===== src/pmon_map.vh =====
`ifndef PMON_MAP_VH
`define PMON_MAP_VH

////////////////////////////////////////////////////////////////////////////
// Register pointers
`define REG_CONTROL 6'h00
`define REG_POWER_HIGH 6'h01
`define REG_CURRENT_HIGH 6'h04
`define REG_SUPPLY_HIGH 6'h06
`define REG_AUX_HIGH 6'h08
`define REG_LAST_MAPPED 6'h09
`define PTR_WRAP 6'h31
`define PTR_ZERO 6'h00
`define PTR_STEP 6'h01
`define POWER_BASE_SHIFT 6'h02

////////////////////////////////////////////////////////////////////////////
// Control fields, reset value
`define CTRL_SNAP_EN 7
`define CTRL_SNAP_CH_HI 6
`define CTRL_SNAP_CH_LO 5
`define CTRL_BUSY 3
`define CTRL_VSEL_HI 2
`define CTRL_SHUTDOWN 1
`define CTRL_VSEL_LO 0
`define CTRL_RESET 8'h05

////////////////////////////////////////////////////////////////////////////
// Select, channel and snapshot codes
`define VSEL_SUPPLY 2'h1
`define VSEL_AUX 2'h2
`define CH_CURRENT 2'h0
`define CH_SUPPLY 2'h1
`define CH_AUX 2'h2
`define SNAP_CODE_CURRENT 2'h0
`define SNAP_CODE_SUPPLY 2'h1
`define SNAP_CODE_AUX 2'h2

////////////////////////////////////////////////////////////////////////////
// Step sizes in microvolts, full scale
`define SUPPLY_STEP_UV 25000
`define AUX_STEP_UV 500
`define FULL_SCALE_STEPS 4096

////////////////////////////////////////////////////////////////////////////
// Bus and write sequence
`define I2C_ADDR_TOP 3'h6
`define BYTE_BITS 4'h8
`define LOW_NIBBLE_ZERO 4'h0
`define WR_IDX_LOW 3'h1
`define WR_IDX_PWR 3'h2
`define WR_IDX_LAST 3'h4
`define MEM_AW 4
`define MEM_DEPTH 16

`endif


===== src/power_monitor_adc_sequencer.v =====
`timescale 1ns/1ps
`include "pmon_map.vh"

// Operation
// - 12-bit result split high byte, low nibble
// - Low result byte bottom nibble reads zero
// - Results written right after each conversion
// - Scan order: current, supply, auxiliary input
// - Snapshot requested by one control byte write
// - Snapshot starts after write, busy set
// - Snapshot done: halt, busy cleared
// - Either supply up enables bus and converter
// - Both supplies down disable converter, bus
// - Shutdown bit powers down converter, reference
// - Shutdown keeps bus, freezes latched address
// - Registers stay readable, writable in shutdown
// - Clearing shutdown resumes, registers kept
// - Regulator enable low during shutdown
// - Voltage select bits pick power voltage
// - Power is 24-bit current times voltage
// - Power step equals voltage times current step
// - Power product spans three result registers
// - Power undefined at reset, scan-only update
// - Step 25mV supply, 0.5mV auxiliary
module power_monitor_adc_sequencer (
    // Clock, reset, enable
    input wire core_clk,
    input wire sys_rst,
    input wire clkEn,
    // Serial bus pins
    input wire scl,
    input wire sdaIn,
    output wire sdaOut,
    output wire sdaOe,
    // Address select pins, coded 0 low, 1 open, 2 high
    input wire [1:0] addressSelectPinHigh,
    input wire [1:0] addressSelectPinLow,
    // Supply threshold comparators
    input wire highSupplyUvOk,
    input wire lowSupplyRailUvOk,
    input wire highSupplyBusOk,
    input wire lowSupplyRailBusOk,
    // Converter
    output wire adcStart,
    output wire [1:0] adcChannel,
    output wire adcSupplySense,
    input wire adcDone,
    input wire [11:0] adcData,
    // Analog power controls
    output wire adcEnable,
    output wire refEnable,
    output wire regulatorEnable
);

    localparam I_IDLE = 4'h0;
    localparam I_ADDR = 4'h1;
    localparam I_ADDR_ACK = 4'h2;
    localparam I_CMD = 4'h3;
    localparam I_CMD_ACK = 4'h4;
    localparam I_WR = 4'h5;
    localparam I_WR_ACK = 4'h6;
    localparam I_RD = 4'h7;
    localparam I_RD_ACK = 4'h8;
    localparam S_IDLE = 2'h0;
    localparam S_CONV = 2'h1;
    localparam S_WRITE = 2'h2;

    ////////////////////////////////////////////////////////////////////////
    // Functions

    // High result register of a channel
    function [5:0] chanHighAddr;
        input [1:0] ch;
        begin
            if (ch == `CH_CURRENT)
                chanHighAddr = `REG_CURRENT_HIGH;
            else if (ch == `CH_SUPPLY)
                chanHighAddr = `REG_SUPPLY_HIGH;
            else
                chanHighAddr = `REG_AUX_HIGH;
        end
    endfunction

    // Pointer increment with wrap
    function [5:0] nextPtr;
        input [5:0] p;
        begin
            nextPtr = (p == `PTR_WRAP) ? `PTR_ZERO : p + `PTR_STEP;
        end
    endfunction

    // Low result bytes keep a zero bottom nibble
    function isLowReg;
        input [5:0] a;
        begin
            isLowReg = (a == chanHighAddr(`CH_CURRENT) + `PTR_STEP) ||
                (a == chanHighAddr(`CH_SUPPLY) + `PTR_STEP) ||
                (a == chanHighAddr(`CH_AUX) + `PTR_STEP);
        end
    endfunction

    // Snapshot code to channel
    function [1:0] decodeSnap;
        input [1:0] code;
        begin
            if (code == `SNAP_CODE_SUPPLY)
                decodeSnap = `CH_SUPPLY;
            else if (code == `SNAP_CODE_AUX)
                decodeSnap = `CH_AUX;
            else
                decodeSnap = `CH_CURRENT;
        end
    endfunction

    ////////////////////////////////////////////////////////////////////////
    // Synchronisers and bus edges

    wire [9:0] asyncIn = {scl, sdaIn, highSupplyUvOk, lowSupplyRailUvOk,
        highSupplyBusOk, lowSupplyRailBusOk, addressSelectPinHigh,
        addressSelectPinLow};
    reg [9:0] syncA_q;
    reg [9:0] syncB_q;
    reg sclPrev_q;
    reg sdaPrev_q;

    // Two stages per pin; logic reads only the second
    always @(posedge core_clk)
    begin
        if (sys_rst)
        begin
            syncA_q <= 10'h000;
            syncB_q <= 10'h000;
            sclPrev_q <= 1'b0;
            sdaPrev_q <= 1'b0;
        end
        else if (clkEn)
        begin
            syncA_q <= asyncIn;
            syncB_q <= syncA_q;
            sclPrev_q <= syncB_q[9];
            sdaPrev_q <= syncB_q[8];
        end
    end

    wire sclS = syncB_q[9];
    wire sdaS = syncB_q[8];
    wire uvAny = syncB_q[7] | syncB_q[6];
    wire busAny = syncB_q[5] | syncB_q[4];
    wire sclRise = sclS & ~sclPrev_q;
    wire sclFall = ~sclS & sclPrev_q;
    wire startCond = sclS & sclPrev_q & sdaPrev_q & ~sdaS;
    wire stopCond = sclS & sclPrev_q & ~sdaPrev_q & sdaS;

    ////////////////////////////////////////////////////////////////////////
    // Supply lockout

    reg busRun_q;
    reg [7:0] ctrl_q;
    reg [3:0] addrLow_q;
    wire shutdown = ctrl_q[`CTRL_SHUTDOWN];
    wire busLogicRst = sys_rst | ~busRun_q;
    wire [3:0] pinCode = {2'b00, syncB_q[3:2]} + {1'b0, syncB_q[3:2], 1'b0}
        + {2'b00, syncB_q[1:0]};

    // Either supply starts the bus; both below bus level stop it
    always @(posedge core_clk)
    begin
        if (sys_rst)
            busRun_q <= 1'b0;
        else if (clkEn && uvAny)
            busRun_q <= 1'b1;
        else if (clkEn && !busAny)
            busRun_q <= 1'b0;
    end

    assign adcEnable = busRun_q & uvAny & ~shutdown;
    assign refEnable = ~shutdown;
    assign regulatorEnable = ~shutdown;

    // Address pins are ignored while in shutdown
    always @(posedge core_clk)
    begin
        if (sys_rst)
            addrLow_q <= 4'h0;
        else if (clkEn && !shutdown)
            addrLow_q <= pinCode;
    end

    ////////////////////////////////////////////////////////////////////////
    // Serial bus slave

    reg [3:0] iState_q;
    reg [3:0] bitCnt_q;
    reg [7:0] shift_q;
    reg rnw_q;
    reg mAck_q;
    reg [5:0] ptr_q;
    reg sdaOe_q;
    reg snapArm_q;
    reg snapReq_q;
    reg busy_q;
    wire [7:0] memRData;
    wire byteDone = (bitCnt_q == `BYTE_BITS);
    wire busWr = clkEn & sclFall & (iState_q == I_WR) & byteDone;
    wire busIsMem = (ptr_q != `REG_CONTROL) && (ptr_q <= `REG_LAST_MAPPED);
    wire [7:0] busData = isLowReg(ptr_q) ?
        {shift_q[7:4], `LOW_NIBBLE_ZERO} : shift_q;
    wire [7:0] ctrlView = {ctrl_q[7:4], busy_q, ctrl_q[2:0]};
    wire [7:0] rdByte = (ptr_q == `REG_CONTROL) ? ctrlView :
        (busIsMem ? memRData : 8'h00);

    // Runs in shutdown; only sys_rst or the lockout resets it
    always @(posedge core_clk)
    begin
        if (busLogicRst)
        begin
            iState_q <= I_IDLE;
            bitCnt_q <= 4'h0;
            shift_q <= 8'h00;
            rnw_q <= 1'b0;
            mAck_q <= 1'b0;
            ptr_q <= `PTR_ZERO;
            sdaOe_q <= 1'b0;
            snapArm_q <= 1'b0;
            snapReq_q <= 1'b0;
            ctrl_q <= `CTRL_RESET;
        end
        else if (clkEn)
        begin
            snapReq_q <= 1'b0;
            if (startCond)
            begin
                iState_q <= I_ADDR;
                bitCnt_q <= 4'h0;
                sdaOe_q <= 1'b0;
            end
            else if (stopCond)
            begin
                iState_q <= I_IDLE;
                sdaOe_q <= 1'b0;
                ptr_q <= `PTR_ZERO;
                snapReq_q <= snapArm_q;
                snapArm_q <= 1'b0;
            end
            else if (sclRise)
            begin
                if (iState_q == I_ADDR || iState_q == I_CMD ||
                    iState_q == I_WR)
                begin
                    shift_q <= {shift_q[6:0], sdaS};
                    bitCnt_q <= bitCnt_q + 4'h1;
                end
                else if (iState_q == I_RD)
                    bitCnt_q <= bitCnt_q + 4'h1;
                else if (iState_q == I_RD_ACK)
                    mAck_q <= ~sdaS;
            end
            else if (sclFall)
            begin
                case (iState_q)
                    I_ADDR:
                        if (byteDone)
                        begin
                            bitCnt_q <= 4'h0;
                            rnw_q <= shift_q[0];
                            if (shift_q[7:1] == {`I2C_ADDR_TOP, addrLow_q})
                            begin
                                sdaOe_q <= 1'b1;
                                iState_q <= I_ADDR_ACK;
                            end
                            else
                                iState_q <= I_IDLE;
                        end
                    I_ADDR_ACK, I_RD_ACK:
                        if (iState_q == I_RD_ACK && !mAck_q)
                        begin
                            sdaOe_q <= 1'b0;
                            iState_q <= I_IDLE;
                        end
                        else if (iState_q == I_RD_ACK || rnw_q)
                        begin
                            // First bit goes out on this same edge
                            sdaOe_q <= ~rdByte[7];
                            shift_q <= {rdByte[6:0], 1'b1};
                            bitCnt_q <= 4'h0;
                            iState_q <= I_RD;
                        end
                        else
                        begin
                            sdaOe_q <= 1'b0;
                            iState_q <= I_CMD;
                        end
                    I_CMD:
                        if (byteDone)
                        begin
                            ptr_q <= shift_q[5:0];
                            sdaOe_q <= 1'b1;
                            iState_q <= I_CMD_ACK;
                        end
                    I_CMD_ACK, I_WR_ACK:
                    begin
                        sdaOe_q <= 1'b0;
                        bitCnt_q <= 4'h0;
                        iState_q <= I_WR;
                        if (iState_q == I_WR_ACK)
                            ptr_q <= nextPtr(ptr_q);
                    end
                    I_WR:
                        if (byteDone)
                        begin
                            sdaOe_q <= 1'b1;
                            iState_q <= I_WR_ACK;
                            if (ptr_q == `REG_CONTROL)
                            begin
                                // Busy is read-only; its stored bit is kept
                                ctrl_q <= {shift_q[7:4], ctrl_q[3],
                                    shift_q[2:0]};
                                snapArm_q <= shift_q[`CTRL_SNAP_EN];
                            end
                        end
                    I_RD:
                        if (byteDone)
                        begin
                            sdaOe_q <= 1'b0;
                            ptr_q <= nextPtr(ptr_q);
                            iState_q <= I_RD_ACK;
                        end
                        else
                        begin
                            sdaOe_q <= ~shift_q[7];
                            shift_q <= {shift_q[6:0], 1'b1};
                        end
                    default:
                        iState_q <= I_IDLE;
                endcase
            end
        end
    end

    assign sdaOut = 1'b0;
    assign sdaOe = sdaOe_q;

    ////////////////////////////////////////////////////////////////////////
    // Conversion sequencer

    reg [1:0] sState_q;
    reg [1:0] ch_q;
    reg [1:0] scanCh_q;
    reg snapJob_q;
    reg powerJob_q;
    reg snapPend_q;
    reg [2:0] wrIdx_q;
    reg adcStart_q;
    reg [11:0] convVal_q;
    reg [11:0] curVal_q;
    reg [11:0] supVal_q;
    reg [11:0] auxVal_q;
    wire [23:0] product;
    wire [1:0] vsel = {ctrl_q[`CTRL_VSEL_HI], ctrl_q[`CTRL_VSEL_LO]};
    wire [11:0] pwrVolt = (vsel == `VSEL_AUX) ? auxVal_q : supVal_q;
    wire [2:0] lastIdx = powerJob_q ? `WR_IDX_LAST : `WR_IDX_LOW;
    wire seqWe = (sState_q == S_WRITE) & ~busWr;
    wire multStart = (sState_q == S_WRITE) & (wrIdx_q == 3'h0) & powerJob_q;
    reg [7:0] seqByte;
    wire [5:0] seqAddr = (wrIdx_q < `WR_IDX_PWR) ?
        chanHighAddr(ch_q) + {5'h00, wrIdx_q[0]} :
        `REG_POWER_HIGH + {3'h0, wrIdx_q} - `POWER_BASE_SHIFT;

    // Byte to store; raw 25mV or 0.5mV steps
    always @*
    begin
        case (wrIdx_q)
            3'h0: seqByte = convVal_q[11:4];
            3'h1: seqByte = {convVal_q[3:0], `LOW_NIBBLE_ZERO};
            3'h2: seqByte = product[23:16];
            3'h3: seqByte = product[15:8];
            default: seqByte = product[7:0];
        endcase
    end

    // Sense-high measured unless high supply picked
    assign adcSupplySense = (vsel != `VSEL_SUPPLY);

    // Scan loops; a snapshot runs once and halts
    always @(posedge core_clk)
    begin
        if (sys_rst)
        begin
            sState_q <= S_IDLE;
            ch_q <= `CH_CURRENT;
            scanCh_q <= `CH_CURRENT;
            snapJob_q <= 1'b0;
            powerJob_q <= 1'b0;
            snapPend_q <= 1'b0;
            wrIdx_q <= 3'h0;
            adcStart_q <= 1'b0;
            busy_q <= 1'b0;
            convVal_q <= 12'h000;
            curVal_q <= 12'h000;
            supVal_q <= 12'h000;
            auxVal_q <= 12'h000;
        end
        else if (clkEn)
        begin
            adcStart_q <= 1'b0;
            case (sState_q)
                S_IDLE:
                    if (adcEnable && (snapPend_q ||
                        !ctrl_q[`CTRL_SNAP_EN]))
                    begin
                        adcStart_q <= 1'b1;
                        sState_q <= S_CONV;
                        snapJob_q <= snapPend_q;
                        if (snapPend_q)
                        begin
                            ch_q <= decodeSnap(ctrl_q[6:5]);
                            busy_q <= 1'b1;
                            powerJob_q <= 1'b0;
                            snapPend_q <= 1'b0;
                        end
                        else
                        begin
                            ch_q <= scanCh_q;
                            powerJob_q <= (scanCh_q == `CH_AUX);
                        end
                    end
                S_CONV:
                    if (!adcEnable)
                    begin
                        // Shutdown or lockout abandons the conversion
                        sState_q <= S_IDLE;
                        busy_q <= 1'b0;
                    end
                    else if (adcDone)
                    begin
                        convVal_q <= adcData;
                        if (ch_q == `CH_CURRENT)
                            curVal_q <= adcData;
                        else if (ch_q == `CH_SUPPLY)
                            supVal_q <= adcData;
                        else
                            auxVal_q <= adcData;
                        wrIdx_q <= 3'h0;
                        sState_q <= S_WRITE;
                    end
                default:
                    // A bus write owns the memory port; wait
                    if (!busWr)
                    begin
                        if (wrIdx_q == lastIdx)
                        begin
                            sState_q <= S_IDLE;
                            busy_q <= 1'b0;
                            if (!snapJob_q)
                                scanCh_q <= (scanCh_q == `CH_AUX) ?
                                    `CH_CURRENT : scanCh_q + 2'h1;
                        end
                        else
                            wrIdx_q <= wrIdx_q + 3'h1;
                    end
            endcase
            // Request arriving with a take still wins
            if (snapReq_q)
                snapPend_q <= 1'b1;
        end
    end

    assign adcStart = adcStart_q;
    assign adcChannel = ch_q;

    ////////////////////////////////////////////////////////////////////////
    // Result store and power multiplier

    pmon_reg_mem u_mem (
        .core_clk(core_clk),
        .sys_rst(sys_rst),
        .clkEn(clkEn),
        .we((busWr & busIsMem) | seqWe),
        .wAddr(busWr ? ptr_q[3:0] : seqAddr[3:0]),
        .wData(busWr ? busData : seqByte),
        .rAddr(ptr_q[3:0]),
        .rData(memRData)
    );

    pmon_power_mult u_mult (
        .core_clk(core_clk),
        .sys_rst(sys_rst),
        .clkEn(clkEn),
        .start(multStart),
        .currentCode(curVal_q),
        .voltageCode(pwrVolt),
        .product(product)
    );

endmodule


===== src/pmon_reg_mem.v =====
`timescale 1ns/1ps
`include "pmon_map.vh"

module pmon_reg_mem (
    // Clock, reset, enable
    input wire core_clk,
    input wire sys_rst,
    input wire clkEn,
    // Write port
    input wire we,
    input wire [`MEM_AW-1:0] wAddr,
    input wire [7:0] wData,
    // Read port
    input wire [`MEM_AW-1:0] rAddr,
    output wire [7:0] rData
);

    reg [7:0] store [0:`MEM_DEPTH-1];
    reg [7:0] rData_q;

    // No reset: power bytes undefined until written
    always @(posedge core_clk)
    begin
        if (clkEn && we)
        begin
            store[wAddr] <= wData;
        end
    end

    // Registered read data
    always @(posedge core_clk)
    begin
        if (sys_rst)
        begin
            rData_q <= 8'h00;
        end
        else if (clkEn)
        begin
            rData_q <= store[rAddr];
        end
    end

    assign rData = rData_q;

endmodule


===== src/pmon_power_mult.v =====
`timescale 1ns/1ps
`include "pmon_map.vh"

module pmon_power_mult (
    // Clock, reset, enable
    input wire core_clk,
    input wire sys_rst,
    input wire clkEn,
    // Operands
    input wire start,
    input wire [11:0] currentCode,
    input wire [11:0] voltageCode,
    // Result
    output wire [23:0] product
);

    reg [23:0] product_q;

    // Unsigned product, no shift or rounding
    always @(posedge core_clk)
    begin
        if (sys_rst)
        begin
            product_q <= 24'h00_0000;
        end
        else if (clkEn && start)
        begin
            product_q <= currentCode * voltageCode;
        end
    end

    assign product = product_q;

endmodule


===== config.mk =====
export PLATFORM = sky130hd
export DESIGN_NAME = power_monitor_adc_sequencer
export DESIGN_NICKNAME = d
export VERILOG_FILES = /design/src/power_monitor_adc_sequencer.v /design/src/pmon_reg_mem.v /design/src/pmon_power_mult.v
export VERILOG_INCLUDE_DIRS = /design/src
export SDC_FILE = /design/constraint.sdc
export NUM_CORES = 1
export LEC_CHECK = 0
export BUFFER_PORTS_ARGS = -buffer_cell sky130_fd_sc_hd__buf_2
export CORE_ASPECT_RATIO = 1.4
export CORE_MARGIN = 1.5
export CORE_UTILIZATION = 69
export DETAILED_ROUTE_END_ITERATION = 12
export PLACE_DENSITY = 0.87
export SYNTH_ARGS = -nofsm -noshare
export SYNTH_HDL_FRONTEND = slang
export SYNTH_HIERARCHICAL = 1
export SYNTH_SLANG_ARGS = --single-unit

===== constraint.sdc =====
create_clock -name core_clk -period 13.2 [get_ports core_clk]
set_input_delay 1.98 -clock core_clk [delete_from_list [all_inputs] [get_ports core_clk]]
set_output_delay 1.98 -clock core_clk [all_outputs]
set_load 0.1 [all_outputs]

### Word-level counts from Yosys, hierarchy flattened

Memory sizes are Yosys's and may differ from the RTL's. A register that Yosys moved wholly into a read port is not among the register bits.
Index checks and enable logic that the tools add are counted.

| word-level totals | value |
|---|---|
| bits in registers | 147 |
| memory bits (writable) | 128 |
| bits of input ports | 26 |
| output and inout bits | 9 |
| logic and storage cells | 296 |
| memories | 1 |

Memories:

| name | words | width | rd ports | clocked after Yosys merged registers in | write ports | line | source |
|---|---|---|---|---|---|---|---|
| u_mem.store | 16 | 8 | 1 | 1 | 1 | pmon_reg_mem.v:18 | `` reg [7:0] store [0:`MEM_DEPTH-1]; `` |

| operators by class | value |
|---|---|
| add/subtract/negate cells | 9 |
| multiply operators | 1 |
| $lt $le $gt $ge | 2 |
| equality and inequality tests | 55 |
| mux-type cells | 98 |
| bitwise operators | 39 |
| reduce and logical (&&, ||, !) cells | 61 |

Operators by type and width:

| operator | count |
|---|---|
| 4-bit 2-to-1 mux | 22 |
| 8-bit 2-to-1 mux | 9 |
| 6-bit 2-to-1 mux | 7 |
| 7-bit AND reduction | 5 |
| 1-bit 2-to-1 mux | 33 |
| 8-bit one-hot mux with 4 select lines | 1 |
| 4-bit inequality test, second input constant | 7 |
| 12-bit by 12-bit multiplier with 24-bit output | 1 |
| 4-bit one-hot mux with 6 select lines | 1 |
| 6-bit AND reduction | 4 |
| 8-bit AND reduction | 3 |
| 3-bit 2-to-1 mux | 7 |
| 3-bit inequality test, second input constant | 7 |
| 2-bit 2-to-1 mux | 10 |
| 1-bit NOT | 19 |
| 6-bit one-hot mux with 3 select lines | 1 |
| 1-bit bitwise AND | 16 |
| 4-bit by 3-bit == test with 1-bit output, second input constant | 4 |
| 8-bit one-hot mux with 2 select lines | 1 |
| 2-bit nonzero test | 8 |
| 5-bit AND reduction | 3 |
| 6-bit by 3-bit == test with 1-bit output, second input constant | 2 |
| 12-bit 2-to-1 mux | 1 |
| 2-bit inequality test, second input constant | 6 |
| other kinds (47) | 87 |

### Depth between registers and ports, before layout

| depth | value |
|---|---|
| depth after elaboration | 12 |
| mapped depth | 22 |

### By module

Netlist, hierarchy kept.

Modules (own cells, without submodules):

| module | instances | cells each | area an instance (µm²) |
|---|---|---|---|
| power_monitor_adc_sequencer | 1 | 793 | 6,470.0 |
| pmon_power_mult | 1 | 680 | 5,651.7 |
| pmon_reg_mem | 1 | 318 | 5,352.6 |

### Least setup slack after synthesis

No wires, ideal clock.

| timing | value |
|---|---|
| path type | register -> register |
| from | reg ctrl_q[0] |
| to | reg u_mult.product_q[21] (netlist: u_mult/product[21]) |
| data arrival time | 5.792 ns |
| path slack | 7.290 ns |
| stages on the path, launching flop included | 22 |
| path buffers | 2 |
| clock period less this slack | 5.910 ns |
| cell sequence | dfxtp_1 -> nand2b_1 -> buf_1 -> mux2_2 -> clkbuf_1 -> and2_1 -> fa_1 -> inv_1 -> fa_1 -> inv_1 -> fa_1 -> fa_1 -> inv_1 -> fa_1 -> inv_1 -> ha_1 -> nand2_2 -> o21ai_2 -> nand3_1 -> a2111oi_1 -> o21ai_1 -> a32o_1 |

| between the ends | value |
|---|---|
| longest elaborated chain between the ends | 3 |

RTL lines:

| element | line | source |
|---|---|---|
| from (decl) | power_monitor_adc_sequencer.v:158 | `reg [7:0] ctrl_q;` |
| from (signal assigned) | power_monitor_adc_sequencer.v:226 | `` ctrl_q <= `CTRL_RESET; `` |
| from (signal assigned) | power_monitor_adc_sequencer.v:316 | `ctrl_q <= {shift_q[7:4], ctrl_q[3],` |
| 2-bit == test (no source line) | - |  |
| 12-bit 2-to-1 mux | power_monitor_adc_sequencer.v:360 | `` wire [11:0] pwrVolt = (vsel == `VSEL_AUX) ? auxVal_q : supVal_q; `` |
| via pwrVolt[8] | power_monitor_adc_sequencer.v:360 |  |
| 12-bit by 12-bit multiplier with 24-bit output | pmon_power_mult.v:28 | `product_q <= currentCode * voltageCode;` |
| to (signal assigned) | pmon_power_mult.v:28 |  |
| to (decl) | pmon_power_mult.v:17 | `reg [23:0] product_q;` |

The timed path passes the listed nets, and every way through them passes these cells.
A chain may end at the register's enable or synchronous reset.

### Final worst setup path

| timing | value |
|---|---|
| from | reg ctrl_q[0] |
| to | reg u_mult.product_q[23] (netlist: u_mult/product[23]) |

Same word-level chain as after synthesis.

==> results.ini <==
[clocking]
post_cts_resized = 0
cts_root_buffer = clkbuf_16
clock_path_buffers = 3
cts.sinks = 283
clk_pin_slew_ps = 60
cts_tree = yes
clock_latency_ps = 530
post_cts_buffers = 0
numCtsBuffers = 27
cts.htree.levels = 1
hold_buffers = 0

[status]
status = completed

[routing]
vias_per_cell = 6.36
first_pass_iters = 7
drcViolationCount = 0
drtIter0Drc = 1093
vias = 13300
route.antenna.remaining_nets = 0
drt-total-wl_um = 42200
post_drt_wl_per_cell_um = 20.2

[timing]
finalSetupViolCount = 0
relSlewSlack = 0.0549
period_share = 0.473
finalHoldViolCount = 0
min_period_ps = 6250
tns_ps = 0
slew_violations = 0
worst_pin_slew_ps = 1420
fin_skew_ps = 10.4
rsz0062_at_grt = no
max_freq_mhz = 160

[power]
p_int_uw = 1350
power_density_nw_per_um2 = 92.1
p_leak_uw = 0.00729
total_power_uw = 1700
pwr-share-seq = 0.539
peakVddDrop_uv = 121
p_switching_uw = 350
clkPwrFrac = 0.439
pwr-share-comb = 0.021
swShare = 0.207

[layout]
fillers = 1662
drive_gt1_frac = 0.0676
final_common_cell = nand2_1
fin_util = 0.744
layout_common_cells = nand2_1 (237), inv_1 (157), dfxtp_1 (154)
syn2layout_area_growth_pct = 5.43
final_cell_area_sq_um = 18400
instances_no_fill = 2090
antenna_cells = 0
final_nets = 1965

[floorplanning]
core-area_sq_um = 24800
die_h_um = 191
num_rows = 68
io-pin-count = 35
die_w_um = 137
start_util = 0.706
dieArea_sq_um = 26300

[logic_synthesis]
yosys_most_used_dff = dfxtp_1
synth-seq-area-share = 0.398
synth_warnings = 6
syn_area_per_cell_sq_um = 9.76
ys_types = 87
synth.cell_area_sq_um = 17500
syn_inst = 1791
ys_ff_latch = 283
syn_nets = 1998
async_flop_share = 0
synth-edff-count = 128

[worst_setup_path]
cp.required_ps = 13640
critPathKind = reg2reg
cp-end-kind = flop
cp_data_arrival_time_ps = 6690
start_kind = flop
path_max_fanout = 12
ff2ff_setup_slack_ps = 6950

[placed_design]
hpwl_um = 30000
place_inst = 2044
portBuffers = 33
dpl_cell_area_sq_um = 17600
gp_congestion = 0.927

[run]
cap_violations = 0

[global_route]
track_usage = 0.326
grt_pass1_vias = 13400
grt_pass1_wl_um = 66500
antenna_found_initial = 0
overflow = 0
grt_max_degree = 102

[worst_hold_path]
hold_class = reg2reg

[cells by family after synthesis]
group           synth area share
simple gates               0.172
fa+ha+maj                  0.173
flops                      0.398
buf+inv                   0.0648
other cells             0.000215
xor+xnor                 0.00702
compound gates             0.111
mux                       0.0748
[worst max-delay path: stages, from the launching register on]
cell and delay, ps:
dfxtp_1 370, nand2b_1 530, mux2_2 520, and2_1 200, fa_1 500, fa_1 550, fa_1 530, fa_1 540
inv_1 50, fa_1 520, inv_1 40, ha_1 380, a21oi_1 230, o21ai_1 130, a32oi_1 270, nand2_1 90
or4_1 510, a31oi_1 190
[sequential cells by signal, summed over array words and instances, names as in the netlist, 2 cells and up]
signal and cells:
syncA_q 10, shift_q 8, addrLow_q 4, scanCh_q 2
wrIdx_q 3, adcChannel 2, supVal_q 12, u_mult/product 24
u_mem/rData 8, sState_q 2, convVal_q 12, ctrl_q 7
curVal_q 12, syncB_q 10, ptr_q 6, iState_q 4
auxVal_q 12, bitCnt_q 4, u_mem/store 128
[synthesized netlist by cell type, types with 46 or more instances]
library cell  count  area share
a21oi_1         115       0.033
and2_1           68       0.024
clkbuf_1         75       0.016
dfxtp_1         155        0.18
edfxtp_1        128        0.22
fa_1            102        0.12
ha_1             79       0.057
inv_1           157       0.034
mux2i_1         116       0.066
nand2_1         237       0.051
nand3_1          61       0.017
nor2_1          117       0.025
o21ai_0          46       0.013
[power by group through the flow]
stage | logic [uW] | clock network [uW] | registers, uW
after floorplan | 24.2 | 0 | 933
after global placement | 34.1 | 0 | 934
final | 36.0 | 745 | 915
after detailed placement | 35.2 | 0 | 934
after CTS | 35.5 | 749 | 915
after global routing | 38.8 | 782 | 915
[layer usage]
metal,GRT usage,routed length [um],part of all wire
met5,0,0,0
met2,0.590,22200,0.53
met1,0.362,15000,0.36
met3,0.0395,2530,0.060
met4,0.191,2510,0.059
[path summary, 6_finish.rpt]
| kind | from | to | depth (start not counted) |
|---|---|---|---|
| worst min register to register | sdaOe$_SDFFE_PP0P_ | sdaOe$_SDFFE_PP0P_ | 2 |
| worst min-delay path | sdaOe$_SDFFE_PP0P_ | sdaOe$_SDFFE_PP0P_ | 2 |
| worst max-delay path | ctrl_q[0]$_SDFFE_PP1P_ | u_mult/product[23]$_SDFFE_PP0P_ | 17 |
| worst max register to register | ctrl_q[0]$_SDFFE_PP1P_ | u_mult/product[23]$_SDFFE_PP0P_ | 17 |
[final cells by class]
class | count | area [sq um] | share of cell area
Clock buffer | 37 | 763 | 0.0414
Clock inverter | 9 | 81.3 | 0.00441
Inverter | 157 | 589 | 0.0320
Multi-Input combinational cell | 1245 | 9400 | 0.510
Sequential cell | 283 | 6950 | 0.377
Tap cell | 315 | 394 | 0.0214
Timing Repair Buffer | 44 | 250 | 0.0136
[through the flow]
stage          hold WS (ps)  setup slack [ps]
2_1_floorplan           420              7290
3_3_place_gp            439              7140
3_5_place_dp            453              7030
4_1_cts                 461              7000
5_1_grt                 479              6650
6_report                456              6950
Power figures use the tool's default switching activity.
